**src/rtl/cbu_pkg.sv**
```systemverilog
package cbu_pkg;

  ////////////////////////////////////////////////////////////////////////////////
  // Widths
  localparam int PROG_CTR_W = 12;
  localparam int OFFSET_W   = 7;
  localparam int DATA_W     = 32;
  localparam int ADDR_W     = 5;
  localparam int CNT_W      = 16;
  localparam int COND_W     = 4;

  ////////////////////////////////////////////////////////////////////////////////
  // Timing in core clock cycles
  localparam int NOT_TAKEN_CYCLES = 1;
  localparam int TAKEN_CYCLES     = 2;

  ////////////////////////////////////////////////////////////////////////////////
  // Register byte offsets
  localparam logic [ADDR_W-1:0] REG_CTRL        = 5'h00;
  localparam logic [ADDR_W-1:0] REG_STATUS      = 5'h04;
  localparam logic [ADDR_W-1:0] REG_LAST_TARGET = 5'h08;
  localparam logic [ADDR_W-1:0] REG_TAKEN_CNT   = 5'h0C;
  localparam logic [ADDR_W-1:0] REG_SEQ_CNT     = 5'h10;

  ////////////////////////////////////////////////////////////////////////////////
  // Field positions
  localparam int CTRL_ENABLE_BIT = 0;
  localparam int CTRL_CLEAR_BIT  = 1;
  localparam int STAT_BUSY_BIT   = 0;
  localparam int STAT_TAKEN_BIT  = 1;
  localparam int STAT_COND_LSB   = 4;

  ////////////////////////////////////////////////////////////////////////////////
  // Reset values and constants
  localparam logic                  CTRL_ENABLE_RST = 1'h1;
  localparam logic [CNT_W-1:0]      CNT_RST         = 16'h0000;
  localparam logic [CNT_W-1:0]      CNT_ONE         = 16'h0001;
  localparam logic [PROG_CTR_W-1:0] PROG_CTR_RST    = 12'h000;
  localparam logic [PROG_CTR_W-1:0] PROG_CTR_ONE    = 12'h001;
  localparam logic [DATA_W-1:0]     DATA_ZERO       = 32'h0000_0000;

  ////////////////////////////////////////////////////////////////////////////////
  // Branch conditions as issued by the decoder
  typedef enum logic [COND_W-1:0] {
    branch_on_zero_set,
    branch_on_zero_clear,
    branch_on_carry_set,
    branch_on_carry_clear,
    branch_same_or_higher,
    branch_lower_unsigned,
    branch_on_negative,
    branch_on_positive,
    branch_signed_ge,
    branch_signed_lt,
    branch_on_half_carry_set
  } cbu_cond_t;

  function automatic logic [PROG_CTR_W-1:0] cbu_sext(input logic [OFFSET_W-1:0] off);
    cbu_sext = {{(PROG_CTR_W-OFFSET_W){off[OFFSET_W-1]}}, off};
  endfunction

endpackage

```
**src/rtl/cbu_cond_eval.sv**
```systemverilog
`timescale 1ns/100ps
module cbu_cond_eval
  import cbu_pkg::*;
(
  input  cbu_cond_t  i_cond,
  input  wire logic  i_flag_zero,
  input  wire logic  i_flag_carry,
  input  wire logic  i_flag_negative,
  input  wire logic  i_flag_overflow,
  input  wire logic  i_flag_half_carry,
  output logic       o_take
);

  always_comb begin
    unique case (i_cond)
      branch_on_zero_set:       o_take = i_flag_zero;
      branch_on_zero_clear:     o_take = !i_flag_zero;
      branch_on_carry_set:      o_take = i_flag_carry;
      branch_lower_unsigned:    o_take = i_flag_carry;
      branch_on_carry_clear:    o_take = !i_flag_carry;
      branch_same_or_higher:    o_take = !i_flag_carry;
      branch_on_negative:       o_take = i_flag_negative;
      branch_on_positive:       o_take = !i_flag_negative;
      branch_signed_ge:         o_take = !(i_flag_negative ^ i_flag_overflow);
      branch_signed_lt:         o_take = i_flag_negative ^ i_flag_overflow;
      branch_on_half_carry_set: o_take = i_flag_half_carry;
      default:                  o_take = 1'b0;
    endcase
  end

endmodule

```
**src/rtl/cbu_target_calc.sv**
```systemverilog
`timescale 1ns/100ps
module cbu_target_calc
  import cbu_pkg::*;
(
  input  wire logic [PROG_CTR_W-1:0] i_prog_ctr,
  input  wire logic [OFFSET_W-1:0]   i_offset,
  output logic      [PROG_CTR_W-1:0] o_target,
  output logic      [PROG_CTR_W-1:0] o_sequential
);

  // Offset counts words and wraps modulo the counter width
  assign o_target     = i_prog_ctr + cbu_sext(i_offset) + PROG_CTR_ONE;
  assign o_sequential = i_prog_ctr + PROG_CTR_ONE;

endmodule

```
**src/rtl/cbu_branch_unit.sv**
```systemverilog
`timescale 1ns/100ps
module cbu_branch_unit
  import cbu_pkg::*;
(
  input  wire logic                  i_core_clk,
  input  wire logic                  i_reset_n,
  input  wire logic                  i_br_valid,
  input  cbu_cond_t                  i_br_cond,
  input  wire logic [OFFSET_W-1:0]   i_br_offset,
  input  wire logic [PROG_CTR_W-1:0] i_program_counter,
  input  wire logic                  i_flag_zero,
  input  wire logic                  i_flag_carry,
  input  wire logic                  i_flag_negative,
  input  wire logic                  i_flag_overflow,
  input  wire logic                  i_flag_half_carry,
  output logic                       o_br_ready,
  output logic                       o_br_done,
  output logic                       o_br_taken,
  output logic      [PROG_CTR_W-1:0] o_next_program_counter,
  output logic                       o_status_write,
  input  wire logic [ADDR_W-1:0]     i_avs_address,
  input  wire logic                  i_avs_read,
  input  wire logic                  i_avs_write,
  input  wire logic [DATA_W-1:0]     i_avs_writedata,
  input  wire logic [3:0]            i_avs_byteenable,
  output logic      [DATA_W-1:0]     o_avs_readdata,
  output logic                       o_avs_waitrequest
);

  typedef enum logic {cbu_st_idle, cbu_st_taken} cbu_state_t;

  cbu_state_t             state;
  logic                   accept;
  logic                   take;
  logic [PROG_CTR_W-1:0]  target;
  logic [PROG_CTR_W-1:0]  sequential;
  logic [PROG_CTR_W-1:0]  target_q;
  cbu_cond_t              last_cond;
  logic                   ctrl_enable;
  logic [CNT_W-1:0]       taken_cnt;
  logic [CNT_W-1:0]       seq_cnt;
  logic                   bus_ack;
  logic                   wr_fire;
  logic                   clear_wr;
  logic [DATA_W-1:0]      rd_mux;
  logic [PROG_CTR_W-1:0]  exp_target;

  ////////////////////////////////////////////////////////////////////////////////
  // Condition evaluation and target arithmetic

  cbu_cond_eval u_cond_eval (
    .i_cond            (i_br_cond),
    .i_flag_zero       (i_flag_zero),
    .i_flag_carry      (i_flag_carry),
    .i_flag_negative   (i_flag_negative),
    .i_flag_overflow   (i_flag_overflow),
    .i_flag_half_carry (i_flag_half_carry),
    .o_take            (take)
  );

  cbu_target_calc u_target_calc (
    .i_prog_ctr   (i_program_counter),
    .i_offset     (i_br_offset),
    .o_target     (target),
    .o_sequential (sequential)
  );

  ////////////////////////////////////////////////////////////////////////////////
  // Issue handshake

  // A new branch is only taken in while the previous one has finished
  assign o_br_ready = ctrl_enable && (state == cbu_st_idle);
  assign accept     = i_br_valid && o_br_ready;

  // Branches only read the flags; the status write strobe never rises
  assign o_status_write = 1'b0;

  ////////////////////////////////////////////////////////////////////////////////
  // Sequencer: one cycle when falling through, two when jumping

  always_ff @(posedge i_core_clk) begin
    if (!i_reset_n) begin
      state <= cbu_st_idle;
    end else begin
      unique case (state)
        cbu_st_idle: begin
          if (accept && take) begin
            state <= cbu_st_taken;
          end
        end
        cbu_st_taken: begin
          state <= cbu_st_idle;
        end
      endcase
    end
  end

  always_ff @(posedge i_core_clk) begin
    if (!i_reset_n) begin
      target_q  <= PROG_CTR_RST;
      last_cond <= branch_on_zero_set;
    end else if (accept) begin
      target_q  <= target;
      last_cond <= i_br_cond;
    end
  end

  always_ff @(posedge i_core_clk) begin
    if (!i_reset_n) begin
      o_br_done              <= 1'b0;
      o_br_taken             <= 1'b0;
      o_next_program_counter <= PROG_CTR_RST;
    end else begin
      o_br_done <= 1'b0;
      if (state == cbu_st_taken) begin
        o_br_done              <= 1'b1;
        o_br_taken             <= 1'b1;
        o_next_program_counter <= target_q;
      end else if (accept && !take) begin
        o_br_done              <= 1'b1;
        o_br_taken             <= 1'b0;
        o_next_program_counter <= sequential;
      end
    end
  end

  ////////////////////////////////////////////////////////////////////////////////
  // Branch statistics; a count event in the clearing cycle is kept

  always_ff @(posedge i_core_clk) begin
    if (!i_reset_n) begin
      taken_cnt <= CNT_RST;
    end else if (clear_wr) begin
      taken_cnt <= (state == cbu_st_taken) ? CNT_ONE : CNT_RST;
    end else if (state == cbu_st_taken) begin
      taken_cnt <= taken_cnt + CNT_ONE;
    end
  end

  always_ff @(posedge i_core_clk) begin
    if (!i_reset_n) begin
      seq_cnt <= CNT_RST;
    end else if (clear_wr) begin
      seq_cnt <= (accept && !take) ? CNT_ONE : CNT_RST;
    end else if (accept && !take) begin
      seq_cnt <= seq_cnt + CNT_ONE;
    end
  end

  ////////////////////////////////////////////////////////////////////////////////
  // Avalon-MM slave: every access waits exactly one cycle

  assign o_avs_waitrequest = (i_avs_read || i_avs_write) && !bus_ack;
  assign wr_fire           = i_avs_write && bus_ack;
  assign clear_wr          = wr_fire && (i_avs_address == REG_CTRL) && i_avs_byteenable[0]
                             && i_avs_writedata[CTRL_CLEAR_BIT];

  always_ff @(posedge i_core_clk) begin
    if (!i_reset_n) begin
      bus_ack <= 1'b0;
    end else begin
      bus_ack <= (i_avs_read || i_avs_write) && !bus_ack;
    end
  end

  always_ff @(posedge i_core_clk) begin
    if (!i_reset_n) begin
      ctrl_enable <= CTRL_ENABLE_RST;
    end else if (wr_fire && (i_avs_address == REG_CTRL) && i_avs_byteenable[0]) begin
      ctrl_enable <= i_avs_writedata[CTRL_ENABLE_BIT];
    end
  end

  always_comb begin
    rd_mux = DATA_ZERO;
    unique case (i_avs_address)
      REG_CTRL: begin
        rd_mux[CTRL_ENABLE_BIT] = ctrl_enable;
      end
      REG_STATUS: begin
        rd_mux[STAT_BUSY_BIT]                        = (state == cbu_st_taken);
        rd_mux[STAT_TAKEN_BIT]                       = o_br_taken;
        rd_mux[STAT_COND_LSB +: COND_W]              = last_cond;
      end
      REG_LAST_TARGET: begin
        rd_mux[PROG_CTR_W-1:0] = o_next_program_counter;
      end
      REG_TAKEN_CNT: begin
        rd_mux[CNT_W-1:0] = taken_cnt;
      end
      REG_SEQ_CNT: begin
        rd_mux[CNT_W-1:0] = seq_cnt;
      end
      default: begin
        rd_mux = DATA_ZERO;
      end
    endcase
  end

  always_ff @(posedge i_core_clk) begin
    if (!i_reset_n) begin
      o_avs_readdata <= DATA_ZERO;
    end else if (i_avs_read && !bus_ack) begin
      o_avs_readdata <= rd_mux;
    end
  end

  ////////////////////////////////////////////////////////////////////////////////
  // Checks

  assign exp_target = i_program_counter + PROG_CTR_ONE
                      + {{(PROG_CTR_W-OFFSET_W){i_br_offset[OFFSET_W-1]}}, i_br_offset};

  property p_zero_set_jumps;
    @(posedge i_core_clk) disable iff (!i_reset_n)
    (accept && i_br_cond == branch_on_zero_set && i_flag_zero)
      |=> !o_br_done ##1 (o_br_done && o_br_taken);
  endproperty
  a_zero_set_jumps: assert property (p_zero_set_jumps)
    else $error("zero-set branch did not jump after two cycles");

  property p_zero_clear_falls;
    @(posedge i_core_clk) disable iff (!i_reset_n)
    (accept && i_br_cond == branch_on_zero_clear)
      |=> (o_br_done == $past(i_flag_zero));
  endproperty
  a_zero_clear_falls: assert property (p_zero_clear_falls)
    else $error("zero-clear branch decision wrong");

  property p_carry_set;
    @(posedge i_core_clk) disable iff (!i_reset_n)
    (accept && (i_br_cond == branch_on_carry_set || i_br_cond == branch_lower_unsigned))
      |=> (o_br_done == !$past(i_flag_carry));
  endproperty
  a_carry_set: assert property (p_carry_set)
    else $error("carry-set branch decision wrong");

  property p_carry_clear;
    @(posedge i_core_clk) disable iff (!i_reset_n)
    (accept && (i_br_cond == branch_on_carry_clear || i_br_cond == branch_same_or_higher))
      |=> ((state == cbu_st_taken) == !$past(i_flag_carry));
  endproperty
  a_carry_clear: assert property (p_carry_clear)
    else $error("carry-clear branch decision wrong");

  property p_negative_falls;
    @(posedge i_core_clk) disable iff (!i_reset_n)
    (accept && i_br_cond == branch_on_negative && !i_flag_negative)
      |=> o_br_done && !o_br_taken;
  endproperty
  a_negative_falls: assert property (p_negative_falls)
    else $error("negative branch jumped with negative flag clear");

  property p_positive_jumps;
    @(posedge i_core_clk) disable iff (!i_reset_n)
    (accept && i_br_cond == branch_on_positive && !i_flag_negative)
      |=> !o_br_ready ##1 (o_br_done && o_br_taken);
  endproperty
  a_positive_jumps: assert property (p_positive_jumps)
    else $error("positive branch did not jump with negative flag clear");

  property p_signed_ge;
    @(posedge i_core_clk) disable iff (!i_reset_n)
    (accept && i_br_cond == branch_signed_ge)
      |-> ##2 ((o_br_done && o_br_taken) == !($past(i_flag_negative, 2)
                                              ^ $past(i_flag_overflow, 2)));
  endproperty
  a_signed_ge: assert property (p_signed_ge)
    else $error("signed greater-or-equal decision wrong");

  property p_signed_lt;
    @(posedge i_core_clk) disable iff (!i_reset_n)
    (accept && i_br_cond == branch_signed_lt && (i_flag_negative ^ i_flag_overflow))
      |=> !o_br_done ##1 (o_br_done && o_br_taken);
  endproperty
  a_signed_lt: assert property (p_signed_lt)
    else $error("signed less-than branch did not jump");

  property p_half_carry;
    @(posedge i_core_clk) disable iff (!i_reset_n)
    (accept && i_br_cond == branch_on_half_carry_set)
      |=> (o_br_done != $past(i_flag_half_carry));
  endproperty
  a_half_carry: assert property (p_half_carry)
    else $error("half-carry branch decision wrong");

  property p_fall_through_one_cycle;
    @(posedge i_core_clk) disable iff (!i_reset_n)
    (accept && !take)
      |=> o_br_done && !o_br_taken && !o_status_write
          && (o_next_program_counter == $past(i_program_counter) + PROG_CTR_ONE);
  endproperty
  a_fall_through_one_cycle: assert property (p_fall_through_one_cycle)
    else $error("fall-through did not finish in one cycle");

  property p_taken_target;
    @(posedge i_core_clk) disable iff (!i_reset_n)
    (accept && take)
      |-> ##2 (o_br_done && (o_next_program_counter == $past(exp_target, 2)));
  endproperty
  a_taken_target: assert property (p_taken_target)
    else $error("jump target is not counter plus signed offset plus one");

  property p_carry_clear_jumps;
    @(posedge i_core_clk) disable iff (!i_reset_n)
    (accept && (i_br_cond == branch_on_carry_clear || i_br_cond == branch_same_or_higher)
     && !i_flag_carry)
      |=> !o_br_done ##1 (o_br_done && o_br_taken);
  endproperty
  a_carry_clear_jumps: assert property (p_carry_clear_jumps)
    else $error("carry-clear branch did not jump with carry clear");

  property p_negative_jumps;
    @(posedge i_core_clk) disable iff (!i_reset_n)
    (accept && i_br_cond == branch_on_negative && i_flag_negative)
      |=> !o_br_ready ##1 (o_br_done && o_br_taken);
  endproperty
  a_negative_jumps: assert property (p_negative_jumps)
    else $error("negative branch did not jump with negative flag set");

  property p_positive_falls;
    @(posedge i_core_clk) disable iff (!i_reset_n)
    (accept && i_br_cond == branch_on_positive && i_flag_negative)
      |=> o_br_done && !o_br_taken;
  endproperty
  a_positive_falls: assert property (p_positive_falls)
    else $error("positive branch jumped with negative flag set");

  property p_signed_ge_falls;
    @(posedge i_core_clk) disable iff (!i_reset_n)
    (accept && i_br_cond == branch_signed_ge && (i_flag_negative ^ i_flag_overflow))
      |=> o_br_done && !o_br_taken;
  endproperty
  a_signed_ge_falls: assert property (p_signed_ge_falls)
    else $error("signed greater-or-equal jumped with negative xor overflow set");

endmodule

```
**config.mk**
```make
export PLATFORM = sky130hd
export DESIGN_NAME = cbu_branch_unit
export DESIGN_NICKNAME = d
export VERILOG_FILES = /design/src/rtl/cbu_pkg.sv /design/src/rtl/cbu_cond_eval.sv /design/src/rtl/cbu_target_calc.sv /design/src/rtl/cbu_branch_unit.sv
export SDC_FILE = /design/constraint.sdc
export NUM_CORES = 1
export LEC_CHECK = 0
export ABC_CLOCK_PERIOD_IN_PS = 2470
export BUFFER_PORTS_ARGS = -buffer_cell sky130_fd_sc_hd__buf_2
export CAP_MARGIN = 10
export CORE_UTILIZATION = 50
export DETAILED_ROUTE_END_ITERATION = 12
export GPL_ROUTABILITY_DRIVEN = 0
export PLACE_DENSITY = 0.76
export SLEW_MARGIN = 5
export SYNTH_ARGS = -nofsm -noshare
export SYNTH_HDL_FRONTEND = slang
export SYNTH_SLANG_ARGS = --single-unit
```
**constraint.sdc**
```tcl
create_clock -name i_core_clk -period 2.47 [get_ports i_core_clk]
set_clock_uncertainty 0.05 [all_clocks]
set_input_delay 0.1235 -clock i_core_clk [delete_from_list [all_inputs] [get_ports i_core_clk]]
set_output_delay 0.1235 -clock i_core_clk [all_outputs]
set_load 0.05 [all_outputs]
```
==> out/metrics.csv <==
stage;metric;value;unit
sta;fin_crit;2090;ps
worst_setup_path;r2r_cells;5;
sta;holdWs;16.0;ps
clocking;cts.clk_slew.worst_paths;80;ps
worst_setup_path;path_cells;nand4_1 -> nor3_1 -> nand2_1 -> or4_1 -> a21oi_1;
logic_synthesis;synth-main-ff-cell;dfxtp_1;
flow_run;drv_cap;0;
sta;fmaxAchievable;479;MHz
worst_setup_path;reg2reg_setup_slack;380;ps
global_route;grt_max_degree;42;
min_path;holdPathStages;2;
final_layout;drive_above_1_share;18.6;%
final_layout;design_area;5180;um^2
placed_design;io_buffers;72;
placed_design;dpl_worst_slack;218;ps
drt;wl_per_cell;16.2;um
sta;fin_crit_sh;84.6;%
worst_setup_path;rr_endpoint;seq_cnt[14]$_SDFFE_PN0P_;
final_layout;diodes;0;
power;p_per_area;558;nW/um^2
floorplan;die-area;9600;um^2
min_path;hp-start;i_program_counter[0];
global_route;grt-ovfl-total;0;
clocking;clock-sinks;81;
global_route;grt_usage;24.6;%
min_path;min_to;o_next_program_counter[0]$_SDFFE_PN0P_;
worst_setup_path;crit_fanout;8;
clocking;clk_latency;340;ps
worst_setup_path;cp_slowest_cell;or4_1;
logic_synthesis;async_flop_share;0;%
worst_setup_path;startpoint_type;flop;
floorplan;die_h;98.0;um
sta;report.final.hold_viol_count;0;
clocking;htree_levels;3;
floorplan;initial_core_util;52.3;%
drt;wl;11800;um
logic_synthesis;synth_cell_types;65;
drt;first_pass_iters;9;
drt;vias;4360;
drt;drc_errors;9;
logic_synthesis;syn_area;4610;um^2
power;vdd_drop_max;0.248;mV
sta;rsz0062_at_grt;no;
final_layout;area_delta_synth_final;12.4;%
outcome;status;complete, but fails checks;
sta;slew_headroom;43.9;%
drt;viasPerCell;6.01;
floorplan;io-pin-count;123;
worst_setup_path;cp.required;2690;ps
floorplan;dieWidth;98.0;um
sta;fin_tns_setup;0;ps
floorplan;rows;34;
logic_synthesis;ys_seq_elements;81;
drt;drtIter0Drc;284;
power;p_leak;2.07;nW
worst_setup_path;worstSetupPathType;flop to flop;
worst_setup_path;end_kind;flop;
clocking;cts_buffers;9;
logic_synthesis;ys_seq_area_share;35.2;%
final_layout;fin_nets;705;
placed_design;dpl_cell_area;5030;um^2
logic_synthesis;synth_cells;550;
clocking;cts-root-buf;clkbuf_8;
sta;finalSetupViolations;0;
global_route;grt_pass1_vias;3945;
sta;slew_violations;0;
clocking;cts_tree;done;
min_path;hold_path_class;input pin to flop;
logic_synthesis;yosysWarnings;0;
logic_synthesis;syn_avg_cell_area;8.37;um^2
sta;final.setup.worst_slack;381;ps
worst_setup_path;max_stage_delay;500;ps
worst_setup_path;worstReg2RegStart;seq_cnt[4]$_SDFFE_PN0P_;
sta;tightest_slew;835;ps
worst_setup_path;cp.arrival;2310;ps
logic_synthesis;synth_enable_flop_cells;0;
global_route;grt_pass1_wl;18900;um
global_route;grt_antenna_before_repair;0;
placed_design;dp_hpwl;8720;um
clocking;postCtsSetupBuffers;0;
clocking;clock_path_buffers;2;
drt;final_antenna_net_count;0;
floorplan;coreArea;8810;um^2
outcome;violations;design-rule violations;
clocking;cts_resized;0;
clocking;cts_hold_buf;1;
[worst max-delay path: cells and delay by family (launching register included)]
kind / cells / cell delay (ps)
and+or+nand+nor: 4 / 1350
DFF: 1 / 470
AOI/OAI and AO/OA: 1 / 150
[power breakdown]
| group | switching [mW] | internal [mW] |
|---|---|---|
| logic | 0.483 | 0.221 |
| clock network | 0.433 | 0.340 |
| registers | 0.0449 | 1.37 |
[flip-flops by register name (all words and copies together), names as in the netlist]
| name | count |
|---|---|
| taken_cnt | 16 |
| o_avs_readdata | 16 |
| last_cond | 4 |
| ctrl_enable | 1 |
| seq_cnt | 16 |
| o_br_done | 1 |
| bus_ack | 1 |
| target_q | 12 |
| o_next_program_counter | 12 |
| state | 1 |
| o_br_taken | 1 |
[cell usage in the layout, fill, tap and decap left out, types with 6 or more instances in the layout]
cell	synthesis	final
o21ai_0	14	14
o211ai_1	10	10
buf_2	2	72
nand2b_1	6	6
ha_1	14	14
xor2_1	18	18
a211oi_1	12	12
clkbuf_8	0	9
dfxtp_1	81	81
a221oi_1	7	7
nor2_1	57	57
mux2_2	10	10
buf_4	17	16
a32oi_1	12	12
nand4_1	11	11
or4_1	6	6
a21oi_1	45	45
conb_1	1	17
nand3_1	18	18
inv_1	11	11
mux2i_1	6	6
nand2_1	41	41
nor3_1	20	20
o31ai_1	9	9
xnor2_1	14	14
[kinds of logic (layout without fill, tap and decap cells)]
logic type / after synthesis / count (layout) / synth area share [%]
AO/OA/AOI/OAI: 151 / 151 / 23.1
XOR/XNOR: 32 / 32 / 6.09
adder cells (fa/ha/maj): 15 / 15 / 4.24
buffers and inverters: 63 / 114 / 7.06
flip-flops: 81 / 81 / 35.2
multiplexers: 16 / 16 / 3.75
other: 1 / 17 / 0.0814
AND/OR/NAND/NOR: 191 / 191 / 20.5
[per-layer routing]
layer,global-route usage [%],vias to the layer above,share of wire (%)
li1,-,2153,-
met1,31.8,2025,44
met2,39.8,154,46
met3,3.94,28,5.7
met4,12.7,0,3.4
met5,0,-,0
[final cells by class]
class | instances | area (um^2)
fill | 827 | 3630
timing repair buffer | 90 | 510
clock inverter | 2 | 10.0
sequential | 81 | 1620
clock buffer | 10 | 128
tap | 108 | 135
multi-input combinational | 422 | 2730
inverter | 12 | 45.0
[cells in the mapped netlist, types with 4 or more instances]
cell,count,share of area (%)
a211oi_1,12,2.0
a21oi_1,45,4.9
a221oi_1,7,1.3
a222oi_1,5,1.1
a2bb2oi_1,5,0.95
a32oi_1,12,2.3
and3_1,5,0.68
buf_4,17,2.8
clkbuf_1,28,2.3
dfxtp_1,81,35
ha_1,14,3.8
inv_1,11,0.90
mux2_2,10,2.4
mux2i_1,6,1.3
nand2_1,41,3.3
nand2b_1,6,0.82
nand3_1,18,2.0
nand4_1,11,1.5
nor2_1,57,4.6
nor2b_1,5,0.68
nor3_1,20,2.2
nor4_1,5,0.68
o211ai_1,10,1.6
o21ai_0,14,1.5
o31ai_1,9,1.5
o41ai_1,4,0.76
or4_1,6,0.98
xnor2_1,14,2.7
xor2_1,18,3.4
[worst max path at each step]
stage                                   from                   endpoint  slack [ps]  cells after the start
floorplan           ctrl_enable$_SDFFE_PN1N_    seq_cnt[8]$_SDFFE_PN0P_         290                      7
finish               seq_cnt[4]$_SDFFE_PN0P_   seq_cnt[14]$_SDFFE_PN0P_         380                      5
global route         seq_cnt[4]$_SDFFE_PN0P_   seq_cnt[11]$_SDFFE_PN0P_         260                      5
global placement        i_program_counter[0]  target_q[10]$_SDFFE_PN0P_         210                     10
CTS                  seq_cnt[4]$_SDFFE_PN0P_   seq_cnt[14]$_SDFFE_PN0P_         410                      5
detailed placement      i_program_counter[0]   target_q[8]$_SDFFE_PN0P_         220                     10
[per-stage QoR]
stage | power (mW) | cells | util (%)
6_report | 2.89 | 725 | 58.8
5_1_grt | 3.01 | 725 | 58.8
4_1_cts | 2.90 | 725 | 58.8
3_5_place_dp | 2.14 | 712 | 57.1
3_3_place_gp | 2.12 | 712 | 57.1
2_1_floorplan | 1.97 | 566 | -
Power figures use the tool's default switching activity.
